$ cat config.mk
export PLATFORM = sky130hd
export DESIGN_NAME = cie_irq_core
export DESIGN_NICKNAME = d
export VERILOG_FILES = /design/src/verilog/cie_pkg.sv /design/src/verilog/cie_reg_if.sv /design/src/verilog/cie_axil_slave.sv /design/src/verilog/cie_irq_core.sv
export SDC_FILE = /design/constraint.sdc
export NUM_CORES = 1
export LEC_CHECK = 0
export ABC_CLOCK_PERIOD_IN_PS = 2500
export BUFFER_PORTS_ARGS = -buffer_cell sky130_fd_sc_hd__buf_2
export CORE_AREA = 2 2 81 83
export CTS_CLUSTER_SIZE = 24
export DETAILED_ROUTE_END_ITERATION = 16
export DIE_AREA = 0 0 83 85
export PLACE_DENSITY = 0.9
export SLEW_MARGIN = 20
export SYNTH_ARGS = -nofsm -noshare
export SYNTH_HDL_FRONTEND = slang
export SYNTH_SLANG_ARGS = --single-unit
$ cat constraint.sdc
create_clock -name aclk -period 2.5 [get_ports aclk]
set_input_delay 0.5 -clock aclk [delete_from_list [all_inputs] [get_ports aclk]]
set_output_delay 0.5 -clock aclk [all_outputs]
set_load 0.01 [all_outputs]
$ cat src/verilog/cie_pkg.sv
package cie_pkg;

  // ************************************************************
  // Register map (index; byte address is four times the index)
  // ************************************************************
  localparam int unsigned   IDX_W        = 6;
  localparam logic [5:0]    IDX_PEND     = 6'h03;  // Pending flags, read clears all but receive
  localparam logic [5:0]    IDX_ENABLE   = 6'h04;  // Interrupt enables
  localparam logic [5:0]    IDX_ALC      = 6'h0b;  // Arbitration lost capture
  localparam int unsigned   IDX_LSB      = 2;      // Byte address to index shift

  // ************************************************************
  // Field positions inside the enable and pending registers
  // ************************************************************
  localparam int unsigned   BIT_BUS_ERR  = 7;
  localparam int unsigned   BIT_ARB_LOST = 6;
  localparam int unsigned   BIT_PASSIVE  = 5;
  localparam int unsigned   BIT_WAKE     = 4;
  localparam int unsigned   BIT_OVERRUN  = 3;
  localparam int unsigned   BIT_WARN     = 2;
  localparam int unsigned   BIT_TX       = 1;
  localparam int unsigned   BIT_RX       = 0;
  localparam int unsigned   POS_W        = 5;      // Capture field width

  // ************************************************************
  // Reset values and answers
  // ************************************************************
  localparam logic [7:0]    ENABLE_RST   = 8'h00;
  localparam logic [7:0]    PEND_RST     = 8'h00;
  localparam logic [4:0]    ALC_RST      = 5'h00;
  localparam logic [7:0]    FLAGS_NO_RX  = 8'hfe;  // Flags cleared by a pending read
  localparam logic [1:0]    RESP_OKAY    = 2'h0;
  localparam logic [1:0]    RESP_SLVERR  = 2'h2;

  // ************************************************************
  // Capture codes of the bit stream position
  // ************************************************************
  localparam logic [4:0]    CODE_ID11    = 5'h0a;  // Last base identifier bit
  localparam logic [4:0]    CODE_SRTR    = 5'h0b;  // SRTR, or RTR of a standard frame
  localparam logic [4:0]    CODE_IDE     = 5'h0c;
  localparam logic [4:0]    CODE_EXT_MIN = 5'h0d;  // First extended-only code
  localparam logic [4:0]    CODE_RTR_EXT = 5'h1f;

endpackage

$ cat src/verilog/cie_reg_if.sv
`timescale 1ns/10ps
// Register access strobes between the bus slave and the core
interface cie_reg_if;
  logic                       wr_en;
  logic [cie_pkg::IDX_W-1:0]  wr_idx;
  logic [7:0]                 wr_data;
  logic                       wr_hit;
  logic                       rd_en;
  logic [cie_pkg::IDX_W-1:0]  rd_idx;
  logic [7:0]                 rd_data;
  logic                       rd_hit;

  modport slv (output wr_en, wr_idx, wr_data, rd_en, rd_idx,
               input wr_hit, rd_data, rd_hit);
  modport core (input wr_en, wr_idx, wr_data, rd_en, rd_idx,
                output wr_hit, rd_data, rd_hit);
endinterface

$ cat src/verilog/cie_axil_slave.sv
`timescale 1ns/10ps
module cie_axil_slave #(
  parameter int unsigned ADDR_W = 8
) (
  input  wire logic              aclk,
  input  wire logic              aresetn,
  input  wire logic [ADDR_W-1:0] awaddr,
  input  wire logic              awvalid,
  output      logic              awready,
  input  wire logic [31:0]       wdata,
  input  wire logic [3:0]        wstrb,
  input  wire logic              wvalid,
  output      logic              wready,
  output      logic [1:0]        bresp,
  output      logic              bvalid,
  input  wire logic              bready,
  input  wire logic [ADDR_W-1:0] araddr,
  input  wire logic              arvalid,
  output      logic              arready,
  output      logic [31:0]       rdata,
  output      logic [1:0]        rresp,
  output      logic              rvalid,
  input  wire logic              rready,
  cie_reg_if.slv                 regs
);

  typedef struct packed {
    logic                      aw_got;
    logic [cie_pkg::IDX_W-1:0] aw_idx;
    logic                      w_got;
    logic [7:0]                w_byte;
    logic                      w_lane;
    logic                      awready;
    logic                      wready;
    logic                      bvalid;
    logic [1:0]                bresp;
    logic                      ar_got;
    logic [cie_pkg::IDX_W-1:0] ar_idx;
    logic                      arready;
    logic                      rvalid;
    logic [7:0]                rdata;
    logic [1:0]                rresp;
  } cie_slv_t;

  cie_slv_t s;
  cie_slv_t next_s;

  // Byte address to register index; unaligned addresses have no index
  function automatic logic [cie_pkg::IDX_W:0] cie_addr_idx(input logic [ADDR_W-1:0] a);
    logic [ADDR_W-1:0] w;
    w = a >> cie_pkg::IDX_LSB;
    cie_addr_idx = {(a[cie_pkg::IDX_LSB-1:0] == 2'h0), w[cie_pkg::IDX_W-1:0]};
  endfunction

  logic [cie_pkg::IDX_W:0] aw_dec;
  logic [cie_pkg::IDX_W:0] ar_dec;

  // Strobes to the core, in the first cycle that both halves are held; the write strobe only if byte lane 0 is set
  assign aw_dec       = cie_addr_idx(awaddr);
  assign ar_dec       = cie_addr_idx(araddr);
  assign regs.wr_en   = s.aw_got && s.w_got && !s.bvalid && s.w_lane;
  assign regs.wr_idx  = s.aw_idx;
  assign regs.wr_data = s.w_byte;
  assign regs.rd_en   = s.ar_got && !s.rvalid;
  assign regs.rd_idx  = s.ar_idx;

  // Channel handshakes and answers
  always_comb begin
    next_s = s;
    if (awvalid && s.awready) begin
      next_s.aw_got = 1'b1;
      next_s.aw_idx = aw_dec[cie_pkg::IDX_W] ? aw_dec[cie_pkg::IDX_W-1:0] : '1;
    end
    if (wvalid && s.wready) begin
      next_s.w_got  = 1'b1;
      next_s.w_byte = wdata[7:0];
      next_s.w_lane = wstrb[0];
    end
    if (s.aw_got && s.w_got && !s.bvalid) begin
      next_s.bvalid = 1'b1;
      next_s.bresp  = regs.wr_hit ? cie_pkg::RESP_OKAY : cie_pkg::RESP_SLVERR;
    end
    if (s.bvalid && bready) begin
      next_s.bvalid = 1'b0;
      next_s.aw_got = 1'b0;
      next_s.w_got  = 1'b0;
    end
    if (arvalid && s.arready) begin
      next_s.ar_got = 1'b1;
      next_s.ar_idx = ar_dec[cie_pkg::IDX_W] ? ar_dec[cie_pkg::IDX_W-1:0] : '1;
    end
    if (regs.rd_en) begin
      next_s.rvalid = 1'b1;
      next_s.rdata  = regs.rd_data;
      next_s.rresp  = regs.rd_hit ? cie_pkg::RESP_OKAY : cie_pkg::RESP_SLVERR;
    end
    if (s.rvalid && rready) begin
      next_s.rvalid = 1'b0;
      next_s.ar_got = 1'b0;
    end
    next_s.awready = !next_s.aw_got;
    next_s.wready  = !next_s.w_got;
    next_s.arready = !next_s.ar_got;
  end

  // State register
  always_ff @(posedge aclk) begin
    if (!aresetn) begin
      s         <= '0;
      s.awready <= 1'b1;
      s.wready  <= 1'b1;
      s.arready <= 1'b1;
    end else begin
      s <= next_s;
    end
  end

  assign awready = s.awready;
  assign wready  = s.wready;
  assign bvalid  = s.bvalid;
  assign bresp   = s.bresp;
  assign arready = s.arready;
  assign rvalid  = s.rvalid;
  assign rresp   = s.rresp;
  assign rdata   = {24'h000000, s.rdata};

endmodule

$ cat src/verilog/cie_irq_core.sv
`timescale 1ns/10ps
// Function
// - Sleep try while busy or pending raises wake
// - Receive flag tracks buffer, survives pending read
// - Release command blanks receive flag one cycle
// - Enable register, eight bits, read and write
// - Bus error sets flag when enabled
// - Arbitration loss sets flag when enabled
// - Passive state change sets flag when enabled
// - Wake-up from sleep sets flag when enabled
// - Overrun rising edge sets flag when enabled
// - Error or bus status change sets flag when enabled
// - Transmit buffer release sets flag when enabled
// - Receive flag while buffer full and enabled
// - Clearing receive enable drops flag, and pin if no other flag set
// - Capture register read-only, upper bits zero
// - Arbitration loss captures five-bit position
// - Capture frozen until read, then rearmed
// - Pending read clears arbitration lost flag
// - No new arbitration flag before capture read
// - Codes 0-10 are identifier bits 1-11
// - Code 11 SRTR, code 12 IDE
// - Codes 13-30 identifier 12-29, 31 RTR
// - Extended-only codes above 12; standard RTR 11
// - Interrupt pin low while any flag set
module cie_irq_core #(
  parameter int unsigned ADDR_W = 8
) (
  input  wire logic              aclk,
  input  wire logic              aresetn,
  // AXI4-Lite register port
  input  wire logic [ADDR_W-1:0] s_axi_awaddr,
  input  wire logic [2:0]        s_axi_awprot,
  input  wire logic              s_axi_awvalid,
  output      logic              s_axi_awready,
  input  wire logic [31:0]       s_axi_wdata,
  input  wire logic [3:0]        s_axi_wstrb,
  input  wire logic              s_axi_wvalid,
  output      logic              s_axi_wready,
  output      logic [1:0]        s_axi_bresp,
  output      logic              s_axi_bvalid,
  input  wire logic              s_axi_bready,
  input  wire logic [ADDR_W-1:0] s_axi_araddr,
  input  wire logic [2:0]        s_axi_arprot,
  input  wire logic              s_axi_arvalid,
  output      logic              s_axi_arready,
  output      logic [31:0]       s_axi_rdata,
  output      logic [1:0]        s_axi_rresp,
  output      logic              s_axi_rvalid,
  input  wire logic              s_axi_rready,
  // Event and status inputs from the controller logic
  input  wire logic              bus_err_evt,
  input  wire logic              arb_lost_evt,
  input  wire logic [4:0]        arb_bit_pos,
  input  wire logic              err_passive,
  input  wire logic              asleep,
  input  wire logic              bus_activity,
  input  wire logic              sleep_try,
  input  wire logic              bus_involved,
  input  wire logic              data_overrun,
  input  wire logic              err_status,
  input  wire logic              bus_status,
  input  wire logic              tx_buf_free,
  input  wire logic              rx_buf_full,
  input  wire logic              release_rx_cmd,
  // Host side
  output      logic              irq_n,
  output      logic [7:0]        pending_flags
);

  // ************************************************************
  // State
  // ************************************************************
  typedef struct packed {
    logic [7:0]  irq_enable_reg;
    logic [7:0]  ir;
    logic [4:0]  arb_loss_capture;
    logic        alc_armed;
    logic        primed;
    logic        pas_q;
    logic        dovr_q;
    logic        err_q;
    logic        bus_q;
    logic        txb_q;
    logic        irq_n;
  } cie_core_t;

  cie_core_t s;
  cie_core_t next_s;
  logic [7:0] set_vec;
  logic [7:0] next_ier;
  logic       rd_pend;
  logic       rd_alc;

  cie_reg_if regs ();

  // ************************************************************
  // Bus slave
  // ************************************************************
  cie_axil_slave #(
    .ADDR_W (ADDR_W)
  ) u_slave (
    .aclk    (aclk),
    .aresetn (aresetn),
    .awaddr  (s_axi_awaddr),
    .awvalid (s_axi_awvalid),
    .awready (s_axi_awready),
    .wdata   (s_axi_wdata),
    .wstrb   (s_axi_wstrb),
    .wvalid  (s_axi_wvalid),
    .wready  (s_axi_wready),
    .bresp   (s_axi_bresp),
    .bvalid  (s_axi_bvalid),
    .bready  (s_axi_bready),
    .araddr  (s_axi_araddr),
    .arvalid (s_axi_arvalid),
    .arready (s_axi_arready),
    .rdata   (s_axi_rdata),
    .rresp   (s_axi_rresp),
    .rvalid  (s_axi_rvalid),
    .rready  (s_axi_rready),
    .regs    (regs)
  );

  // ************************************************************
  // Register decode
  // ************************************************************
  // Only the enable register accepts writes; read-only ones ignore them
  assign regs.wr_hit = (regs.wr_idx == cie_pkg::IDX_ENABLE) ||
                       (regs.wr_idx == cie_pkg::IDX_PEND) ||
                       (regs.wr_idx == cie_pkg::IDX_ALC);
  assign regs.rd_hit = (regs.rd_idx == cie_pkg::IDX_ENABLE) ||
                       (regs.rd_idx == cie_pkg::IDX_PEND) ||
                       (regs.rd_idx == cie_pkg::IDX_ALC);
  assign rd_pend     = regs.rd_en && (regs.rd_idx == cie_pkg::IDX_PEND);
  assign rd_alc      = regs.rd_en && (regs.rd_idx == cie_pkg::IDX_ALC);

  // Read data, taken before any read side effect
  always_comb begin
    case (regs.rd_idx)
      cie_pkg::IDX_ENABLE: regs.rd_data = s.irq_enable_reg;
      cie_pkg::IDX_PEND:   regs.rd_data = s.ir;
      cie_pkg::IDX_ALC:    regs.rd_data = {3'h0, s.arb_loss_capture};
      default:             regs.rd_data = 8'h00;
    endcase
  end

  always_comb begin
    next_ier = s.irq_enable_reg;
    if (regs.wr_en && (regs.wr_idx == cie_pkg::IDX_ENABLE)) begin
      next_ier = regs.wr_data;
    end
  end

  // ************************************************************
  // Flag set sources
  // ************************************************************
  always_comb begin
    set_vec = 8'h00;
    set_vec[cie_pkg::BIT_BUS_ERR]  = bus_err_evt && s.irq_enable_reg[cie_pkg::BIT_BUS_ERR];
    // arbitration loss, blocked while capture unread
    set_vec[cie_pkg::BIT_ARB_LOST] = arb_lost_evt && s.alc_armed &&
                                     s.irq_enable_reg[cie_pkg::BIT_ARB_LOST];
    set_vec[cie_pkg::BIT_PASSIVE]  = s.primed && (err_passive != s.pas_q) &&
                                     s.irq_enable_reg[cie_pkg::BIT_PASSIVE];
    // wake-up, and sleep try while busy
    set_vec[cie_pkg::BIT_WAKE]     = s.irq_enable_reg[cie_pkg::BIT_WAKE] &&
                                     ((asleep && bus_activity) ||
                                      (sleep_try && (bus_involved || (|s.ir))));
    set_vec[cie_pkg::BIT_OVERRUN]  = s.primed && data_overrun && !s.dovr_q &&
                                     s.irq_enable_reg[cie_pkg::BIT_OVERRUN];
    set_vec[cie_pkg::BIT_WARN]     = s.primed && ((err_status != s.err_q) ||
                                     (bus_status != s.bus_q)) &&
                                     s.irq_enable_reg[cie_pkg::BIT_WARN];
    set_vec[cie_pkg::BIT_TX]       = s.primed && tx_buf_free && !s.txb_q &&
                                     s.irq_enable_reg[cie_pkg::BIT_TX];
  end

  // ************************************************************
  // Next state
  // ************************************************************
  always_comb begin
    next_s        = s;
    next_s.irq_enable_reg    = next_ier;
    next_s.primed = 1'b1;
    next_s.pas_q  = err_passive;
    next_s.dovr_q = data_overrun;
    next_s.err_q  = err_status;
    next_s.bus_q  = bus_status;
    next_s.txb_q  = tx_buf_free;
    // pending read clears all but receive; sets win
    if (rd_pend) begin
      next_s.ir = s.ir & ~cie_pkg::FLAGS_NO_RX;
    end
    next_s.ir = next_s.ir | set_vec;
    // receive flag follows buffer, gated new enable at once
    // release blanks it for one cycle
    next_s.ir[cie_pkg::BIT_RX] = rx_buf_full && next_ier[cie_pkg::BIT_RX] &&
                                 !release_rx_cmd;
    // read of the capture rearms it
    if (rd_alc) begin
      next_s.alc_armed = 1'b1;
    end
    if (arb_lost_evt && s.alc_armed) begin
      next_s.arb_loss_capture       = arb_bit_pos;
      next_s.alc_armed = 1'b0;
    end
    // pin low while any flag set
    next_s.irq_n = ~(|next_s.ir);
  end

  // State register
  always_ff @(posedge aclk) begin
    if (!aresetn) begin
      s           <= '0;
      s.irq_enable_reg       <= cie_pkg::ENABLE_RST;
      s.ir        <= cie_pkg::PEND_RST;
      s.arb_loss_capture       <= cie_pkg::ALC_RST;
      s.alc_armed <= 1'b1;
      s.irq_n     <= 1'b1;
    end else begin
      s <= next_s;
    end
  end

  assign irq_n         = s.irq_n;
  assign pending_flags = s.ir;

  // ************************************************************
  // Checks
  // ************************************************************
  // bus error
  a_bus_err_set:
  assert property (@(posedge aclk) disable iff (!aresetn)
    (bus_err_evt && s.irq_enable_reg[cie_pkg::BIT_BUS_ERR]) |=> s.ir[cie_pkg::BIT_BUS_ERR])
    else $error("bus error flag not set");

  a_bus_err_off:
  assert property (@(posedge aclk) disable iff (!aresetn)
    (!s.irq_enable_reg[cie_pkg::BIT_BUS_ERR] && !s.ir[cie_pkg::BIT_BUS_ERR])
      |=> !s.ir[cie_pkg::BIT_BUS_ERR])
    else $error("bus error flag set while disabled");

  a_arb_flag_set:
  assert property (@(posedge aclk) disable iff (!aresetn)
    (arb_lost_evt && s.alc_armed && s.irq_enable_reg[cie_pkg::BIT_ARB_LOST])
      |=> s.ir[cie_pkg::BIT_ARB_LOST])
    else $error("arbitration flag not set");

  a_arb_blocked:
  assert property (@(posedge aclk) disable iff (!aresetn)
    (!s.alc_armed && !s.ir[cie_pkg::BIT_ARB_LOST]) |=> !s.ir[cie_pkg::BIT_ARB_LOST])
    else $error("arbitration flag before capture read");

  a_alc_capture:
  assert property (@(posedge aclk) disable iff (!aresetn)
    (arb_lost_evt && s.alc_armed) |=> (s.arb_loss_capture == $past(arb_bit_pos)) && !s.alc_armed)
    else $error("position not captured");

  a_alc_frozen:
  assert property (@(posedge aclk) disable iff (!aresetn)
    (!s.alc_armed && !rd_alc) [*2] |-> $stable(s.arb_loss_capture))
    else $error("capture changed while frozen");

  a_alc_rearm:
  assert property (@(posedge aclk) disable iff (!aresetn)
    (rd_alc && !arb_lost_evt) |=> s.alc_armed)
    else $error("capture not rearmed after read");

  a_pend_clear:
  assert property (@(posedge aclk) disable iff (!aresetn)
    (rd_pend && (set_vec == 8'h00)) |=> (s.ir & cie_pkg::FLAGS_NO_RX) == 8'h00)
    else $error("pending read did not clear flags");

  a_rx_follow:
  assert property (@(posedge aclk) disable iff (!aresetn)
    (rx_buf_full && next_ier[cie_pkg::BIT_RX] && !release_rx_cmd)
      |=> s.ir[cie_pkg::BIT_RX])
    else $error("receive flag not following buffer");

  a_rx_release:
  assert property (@(posedge aclk) disable iff (!aresetn)
    release_rx_cmd |=> !s.ir[cie_pkg::BIT_RX])
    else $error("receive flag not blanked by release");

  a_rx_enable_off:
  assert property (@(posedge aclk) disable iff (!aresetn)
    !s.irq_enable_reg[cie_pkg::BIT_RX] |-> !s.ir[cie_pkg::BIT_RX])
    else $error("receive flag set while disabled");

  a_wake_sleep_try:
  assert property (@(posedge aclk) disable iff (!aresetn)
    (sleep_try && s.irq_enable_reg[cie_pkg::BIT_WAKE] && (bus_involved || (|s.ir)))
      |=> s.ir[cie_pkg::BIT_WAKE])
    else $error("wake flag not set on sleep try");

  a_warn_change:
  assert property (@(posedge aclk) disable iff (!aresetn)
    (s.primed && s.irq_enable_reg[cie_pkg::BIT_WARN] && $changed(err_status))
      |-> ##1 s.ir[cie_pkg::BIT_WARN])
    else $error("warning flag missed status change");

  a_irq_pin:
  assert property (@(posedge aclk) disable iff (!aresetn)
    s.irq_n == (s.ir == 8'h00))
    else $error("interrupt pin disagrees with flags");

  a_tx_edge_set:
  assert property (@(posedge aclk) disable iff (!aresetn)
    (s.primed && tx_buf_free && !s.txb_q && s.irq_enable_reg[cie_pkg::BIT_TX]) |=> s.ir[cie_pkg::BIT_TX])
    else $error("transmit flag not set");

  a_ovr_edge_set:
  assert property (@(posedge aclk) disable iff (!aresetn)
    (s.primed && data_overrun && !s.dovr_q && s.irq_enable_reg[cie_pkg::BIT_OVERRUN])
      |=> s.ir[cie_pkg::BIT_OVERRUN])
    else $error("overrun flag not set");

  a_passive_set:
  assert property (@(posedge aclk) disable iff (!aresetn)
    (s.primed && (err_passive != s.pas_q) && s.irq_enable_reg[cie_pkg::BIT_PASSIVE])
      |=> s.ir[cie_pkg::BIT_PASSIVE])
    else $error("passive flag not set");

  a_wake_set:
  assert property (@(posedge aclk) disable iff (!aresetn)
    (asleep && bus_activity && s.irq_enable_reg[cie_pkg::BIT_WAKE]) |=> s.ir[cie_pkg::BIT_WAKE])
    else $error("wake flag not set");

  a_alc_upper_zero:
  assert property (@(posedge aclk) disable iff (!aresetn)
    rd_alc |-> (regs.rd_data[7:5] == 3'h0))
    else $error("capture reserved bits not zero");

  a_rx_gate:
  assert property (@(posedge aclk) disable iff (!aresetn)
    !next_ier[cie_pkg::BIT_RX] |=> !s.ir[cie_pkg::BIT_RX])
    else $error("receive flag set without enable");

  a_irq_release:
  assert property (@(posedge aclk) disable iff (!aresetn)
    (regs.wr_en && (regs.wr_idx == cie_pkg::IDX_ENABLE) && !regs.wr_data[cie_pkg::BIT_RX] &&
     ((s.ir & cie_pkg::FLAGS_NO_RX) == 8'h00) && (set_vec == 8'h00)) |=> s.irq_n)
    else $error("interrupt pin not released");

endmodule

After elaboration in Yosys (flattened, before gate mapping)
Cells that the tools add are included.
{"block": "classes", "eq_ne": 9, "muxes": 16, "bitwise_logic": 3, "reduce_logical": 52}
{"operator": "logical AND 1 bit", "n": 30}
{"operator": "one-hot mux 8 bit (3 select lines)", "n": 1}
{"operator": "2-to-1 mux 7 bit", "n": 3}
{"operator": "OR reduction 8 bit", "n": 2}
{"operator": "equality test 6 x 2 -> 1 bit (second input constant)", "n": 2}
{"operator": "equality test 6 x 3 -> 1 bit (second input constant)", "n": 2}
{"operator": "equality test 6 x 4 -> 1 bit (second input constant)", "n": 2}
{"operator": "2-to-1 mux 6 bit", "n": 2}
{"operator": "2-to-1 mux 10 bit", "n": 1}
{"operator": "logical NOT 1 bit", "n": 8}
{"operator": "2-to-1 mux 8 bit", "n": 1}
{"operator": "OR 8 bit", "n": 1}
{"operator": "logical OR 1 bit", "n": 7}
{"operator": "2-to-1 mux 1 bit", "n": 6}
{"operator": "logical NOT 2 bit", "n": 2}
{"operator": "2-to-1 mux 2 bit", "n": 2}
{"operator": "OR reduction 2 bit", "n": 2}
{"operator": "inequality test 1 bit", "n": 3}
{"operator": "NOT 1 bit", "n": 2}
{"operator": "nonzero test 2 bit", "n": 1}
{"block": "word_totals", "register_bits": 70, "inputBits": 83, "elab_cells": 107}

Logic depth before layout (Yosys ltp)
{"block": "depth", "word_depth": 10, "depth_mapped": 5, "ltp_nobuf": 4}

Cells and area by module
From an unflattened synthesis, not the netlist that was laid out.
{"block": "unflattened", "cells_unflattened": 345, "area_unflattened_um2": 3249.4}
{"module": "cie_axil_slave", "instances": 1, "cells_per_inst": 194, "area_each_um2": 1838.0, "seq_area_each_um2": 780.7}
{"module": "cie_irq_core", "instances": 1, "cells_per_inst": 151, "area_each_um2": 1411.4, "seq_area_each_um2": 580.6}

Least setup slack after synthesis
OpenSTA, ideal clock, no wires.
{"block": "synth_timing", "path_type": "input port to flip-flop", "startpoint": "in err_passive", "endpoint": "reg, netlist name irq_n", "setup_ns": 0.084, "arrival_time_ns": 1.373, "required_ns": 2.416, "path_slack_ns": 1.043, "stages": 4, "path_cell_list": "xor2_1 and3_1 a2111o_1 o31ai_2"}
{"block": "synth_between", "elab_chain_cells": 6}
{"element": "from (decl)", "line_no": "cie_irq_core.sv:55", "source": "input wire logic err_passive,"}
{"element": "inequality test 1 bit", "line_no": "cie_irq_core.sv:164", "source": "set_vec[cie_pkg::BIT_PASSIVE] = s.primed && (err_passive != s.pas_q) &&"}
{"element": "logical AND 1 bit (2 in a row)", "line_no": "cie_irq_core.sv:164"}
{"element": "OR 8 bit", "line_no": "cie_irq_core.sv:195", "source": "next_s.ir = next_s.ir | set_vec;"}
{"element": "OR reduction 8 bit", "line_no": "cie_irq_core.sv:209", "source": "next_s.irq_n = ~(|next_s.ir);"}
{"element": "NOT 1 bit", "line_no": "cie_irq_core.sv:209"}
No other way between the ends.
A chain may end at the register's enable or synchronous reset.

Final worst setup path
{"block": "layout_timing", "startpoint": "reg u_slave.s, in the netlist u_slave.rvalid", "endpoint": "reg, netlist name irq_n"}
{"block": "layout_between", "elab_chain_cells": 7}
{"element": "from (decl)", "line_no": "cie_axil_slave.sv:45", "source": "cie_slv_t s;"}
{"element": "from (signal assigned)", "line_no": "cie_axil_slave.sv:114", "source": "s <= next_s;"}
{"element": "logical NOT 1 bit", "line_no": "cie_axil_slave.sv:64", "source": "assign regs.rd_en = s.ar_got && !s.rvalid;"}
{"element": "logical AND 1 bit", "line_no": "cie_axil_slave.sv:64"}
{"element": "logical AND 1 bit", "line_no": "cie_irq_core.sv:135", "source": "assign rd_pend = regs.rd_en && (regs.rd_idx == cie_pkg::IDX_PEND);"}
{"element": "2-to-1 mux 8 bit", "line_no": "cie_irq_core.sv:192", "source": "if (rd_pend) begin"}
{"element": "OR 8 bit", "line_no": "cie_irq_core.sv:195"}
{"element": "OR reduction 8 bit", "line_no": "cie_irq_core.sv:209"}
{"element": "NOT 1 bit", "line_no": "cie_irq_core.sv:209"}
No other way between the ends.

==> qor.txt <==
Worst path bufs/invs: 0
Vias: 2314
Top cell type's share of synthesized area: 0.448
Core region area: 6200 um^2
Slew @ Worst Pin: 0.676 ns
Seq/Total Area, Yosys: 0.448
Initial Util: 0.490
First-pass GRT wire length: 9920 um
Crit path time final: 1.72 ns
Crit end category: flip-flop
Setup bufs post-CTS: 0
Routed vias/inst: 5.11
Largest net degree at the start of global routing: 39
Final setup vio count: 0
FMAX: 0.583 GHz
Final hold vios: 0
Slew HR: 0.546
Post-CTS Resized: 0
Sw Pwr: 580 uW
Asr flop ratio synth: 0
Area growth, synth to finish: 12.4%
Post-CTS Hold Fix Bufs: 0
Total power: 2360 uW
Power Internal: 1780 uW
Die area: 7060 um^2
Critical path's slowest cell: and2b_1
GR Util All Layers: 0.173
Power Dens Cells: 690 nW/um^2
Crit share post-route: 0.686
Crit path largest cell delay: 0.45 ns
Clock root buffer: clkbuf_8
Mapped Area: 3040 um^2
# IOs: 133
Number of synthesis warnings: 0
Crit path max-delay family: simple AND/OR/NAND/NOR gates
Clock Latency Late Sink: 0.33 ns
Cell Chain, Critical Path: and2b_1 -> nand3_2 -> a2111o_1 -> o31ai_2
Port bufs: 73
Setup TNS: 0 ns
Total global routing overflow: 0
1st-pass router iterations: 5
Cells after synthesis: 320
Layout cells sized above 1: 0.303
Crit Path Max Fanout: 11
Critical path depth in cells: 4
CTS Sinks: 68
Post-DP Area: 3220 um^2
RSZ-0062 raised after global routing: false
Max Buffers Root-to-Sink: 2
Clock power share: 0.384
Max Cap Viol: 0
Ys flop type: dfxtp_1
Die height: 85 um
Routability cong.: 0.897
Reg clk slew, reported paths: 0.07 ns
Yosys top cell by area: dfxtp_1
EDFF count, synth: 0
Routed WL: 6110 um
Max VDD drop: 0.416 mV
DIE WIDTH: 83 um
Avg Cell Area, Syn: 9.50 um^2
Yosys cell types: 44
FP Rows: 29
Post-layout nets: 454
Initial DRC count: 175
Cell area after layout: 3420 um^2
CTS tree: yes
Critical path arrival: 1.97 ns
Sequential power share: 0.507
Power share of the combinational group: 0.109
DRC: 0
Status: finished clean
H-tree levels: 3
Hold Crit Class: input pin to flip-flop
Worst hold path cell count: 2
Setup Crit Path Kind: flip-flop to flip-flop
Num CTS Buffers: 9
Number of global-route vias before repair: 2170
Residual antenna-violating net count after detailed routing: 0
Synth area leaders: dfxtp_1, buf_4, a21boi_0, nand2_1, o221a_2
DR WL/cell: 13.5 um
CP Launch Type: flip-flop
Max Slew Vio Count: 0
Synthesized flop and latch total: 68
Fill cell count: 583
Initial antenna violation count: 0
R2r worst-path depth: 4
Final HPWL DP: 4590 um
Skew final: 0.00757 ns
Static leakage: 0.00157 uW
Antenna Cells: 0
Switching fraction of total power: 0.246
Worst Path Required: 2.76 ns
[power groups by stage]
stage,sequential (uW),clock (uW),combinational (uW)
3_5_place_dp,1220,0,256
2_1_floorplan,1200,0,228
3_3_place_gp,1210,0,249
4_1_cts,1190,926,257
6_report,1190,906,257
5_1_grt,1200,984,287
[per-layer routing]
metal	track usage	vias up	routed length (um)
met4	0.0611	0	108
met2	0.279	85	2820
li1	-	1151	-
met1	0.219	1066	2800
met3	0.0574	12	370
met5	0	-	0
[logic make-up (layout without fill, tap and decap cells)]
kind of cell / count (synthesis) / in the layout / share of synthesized area
multiplexers: 13 / 13 / 0.0445
flip-flops: 68 / 68 / 0.448
AND/OR/NAND/NOR: 110 / 110 / 0.196
buffers and inverters: 66 / 97 / 0.138
AO/OA/AOI/OAI: 59 / 59 / 0.163
other: 1 / 26 / 0.00123
XOR/XNOR: 3 / 3 / 0.00865
[cell usage in the layout (no fill, tap or decap), drive strengths merged, types with 2 or more instances in the layout]
| master | instances |
|---|---|
| a21boi | 20 |
| a21oi | 2 |
| a221oi | 8 |
| a31oi | 2 |
| and2 | 11 |
| and3 | 2 |
| and3b | 2 |
| buf | 76 |
| clkbuf | 11 |
| clkinv | 4 |
| conb | 26 |
| dfxtp | 68 |
| inv | 5 |
| mux2 | 4 |
| mux2i | 9 |
| nand2 | 39 |
| nand3 | 8 |
| nand4 | 3 |
| nand4b | 2 |
| nor2 | 16 |
| nor2b | 11 |
| nor3b | 8 |
| nor4b | 2 |
| o21a | 6 |
| o21ai | 3 |
| o221a | 12 |
| o31ai | 2 |
| xnor2 | 2 |
[Yosys cell counts, types with 3 or more instances]
| cell type | number |
|---|---|
| a21boi_0 | 20 |
| a221oi_1 | 8 |
| and2_1 | 10 |
| buf_2 | 3 |
| buf_4 | 45 |
| clkbuf_1 | 12 |
| dfxtp_1 | 68 |
| inv_1 | 5 |
| mux2_2 | 4 |
| mux2i_1 | 9 |
| nand2_1 | 39 |
| nand3_1 | 7 |
| nand4_1 | 3 |
| nor2_1 | 16 |
| nor2b_1 | 11 |
| nor3b_1 | 8 |
| o21a_1 | 6 |
| o21ai_0 | 3 |
| o221a_2 | 12 |
[state kept, by name (all words and copies together) (netlist names)]
name and cells:
s 20, u_slave.regs.wr_data 8, u_slave.rvalid 1, u_slave.rdata 8, irq_n 1, u_slave.rresp 1
u_slave.wready 1, u_slave.regs.wr_idx 6, u_slave.arready 1, u_slave.awready 1, u_slave.bvalid 1, u_slave.s 4
pending_flags 8, u_slave.bresp 1, u_slave.regs.rd_idx 6
[per-stage QoR]
stage / hold WS [ns] / utilization / cells / setup slack [ns]
final: 0.392 / 0.551 / 453 / 0.785
after global routing: 0.375 / 0.551 / 453 / 0.597
after global placement: 0.455 / 0.518 / 437 / 0.818
after floorplan: 0.440 / - / 345 / 1.04
after detailed placement: 0.464 / 0.518 / 437 / 0.785
after CTS: 0.378 / 0.551 / 453 / 0.779
[final timing paths]
check | startpoint | end | slack [ns]
min | err_status | s[3] | 0.39
max | u_slave.rvalid | irq_n | 0.78
min reg2reg | s[11] | s[11] | 0.48
max reg2reg | u_slave.rvalid | irq_n | 0.78
[cell type report]
type                       count  area (um^2)  area share
clock buffer                  11          151      0.0443
clock inverter                 5         50.0      0.0146
inverter                       5         18.8     0.00549
multi-input combinational    211         1350       0.395
sequential                    68         1360       0.398
tap                           77         96.3      0.0282
timing repair buffer          76          388       0.114
Note: power is estimated with default switching activity, not from simulation.
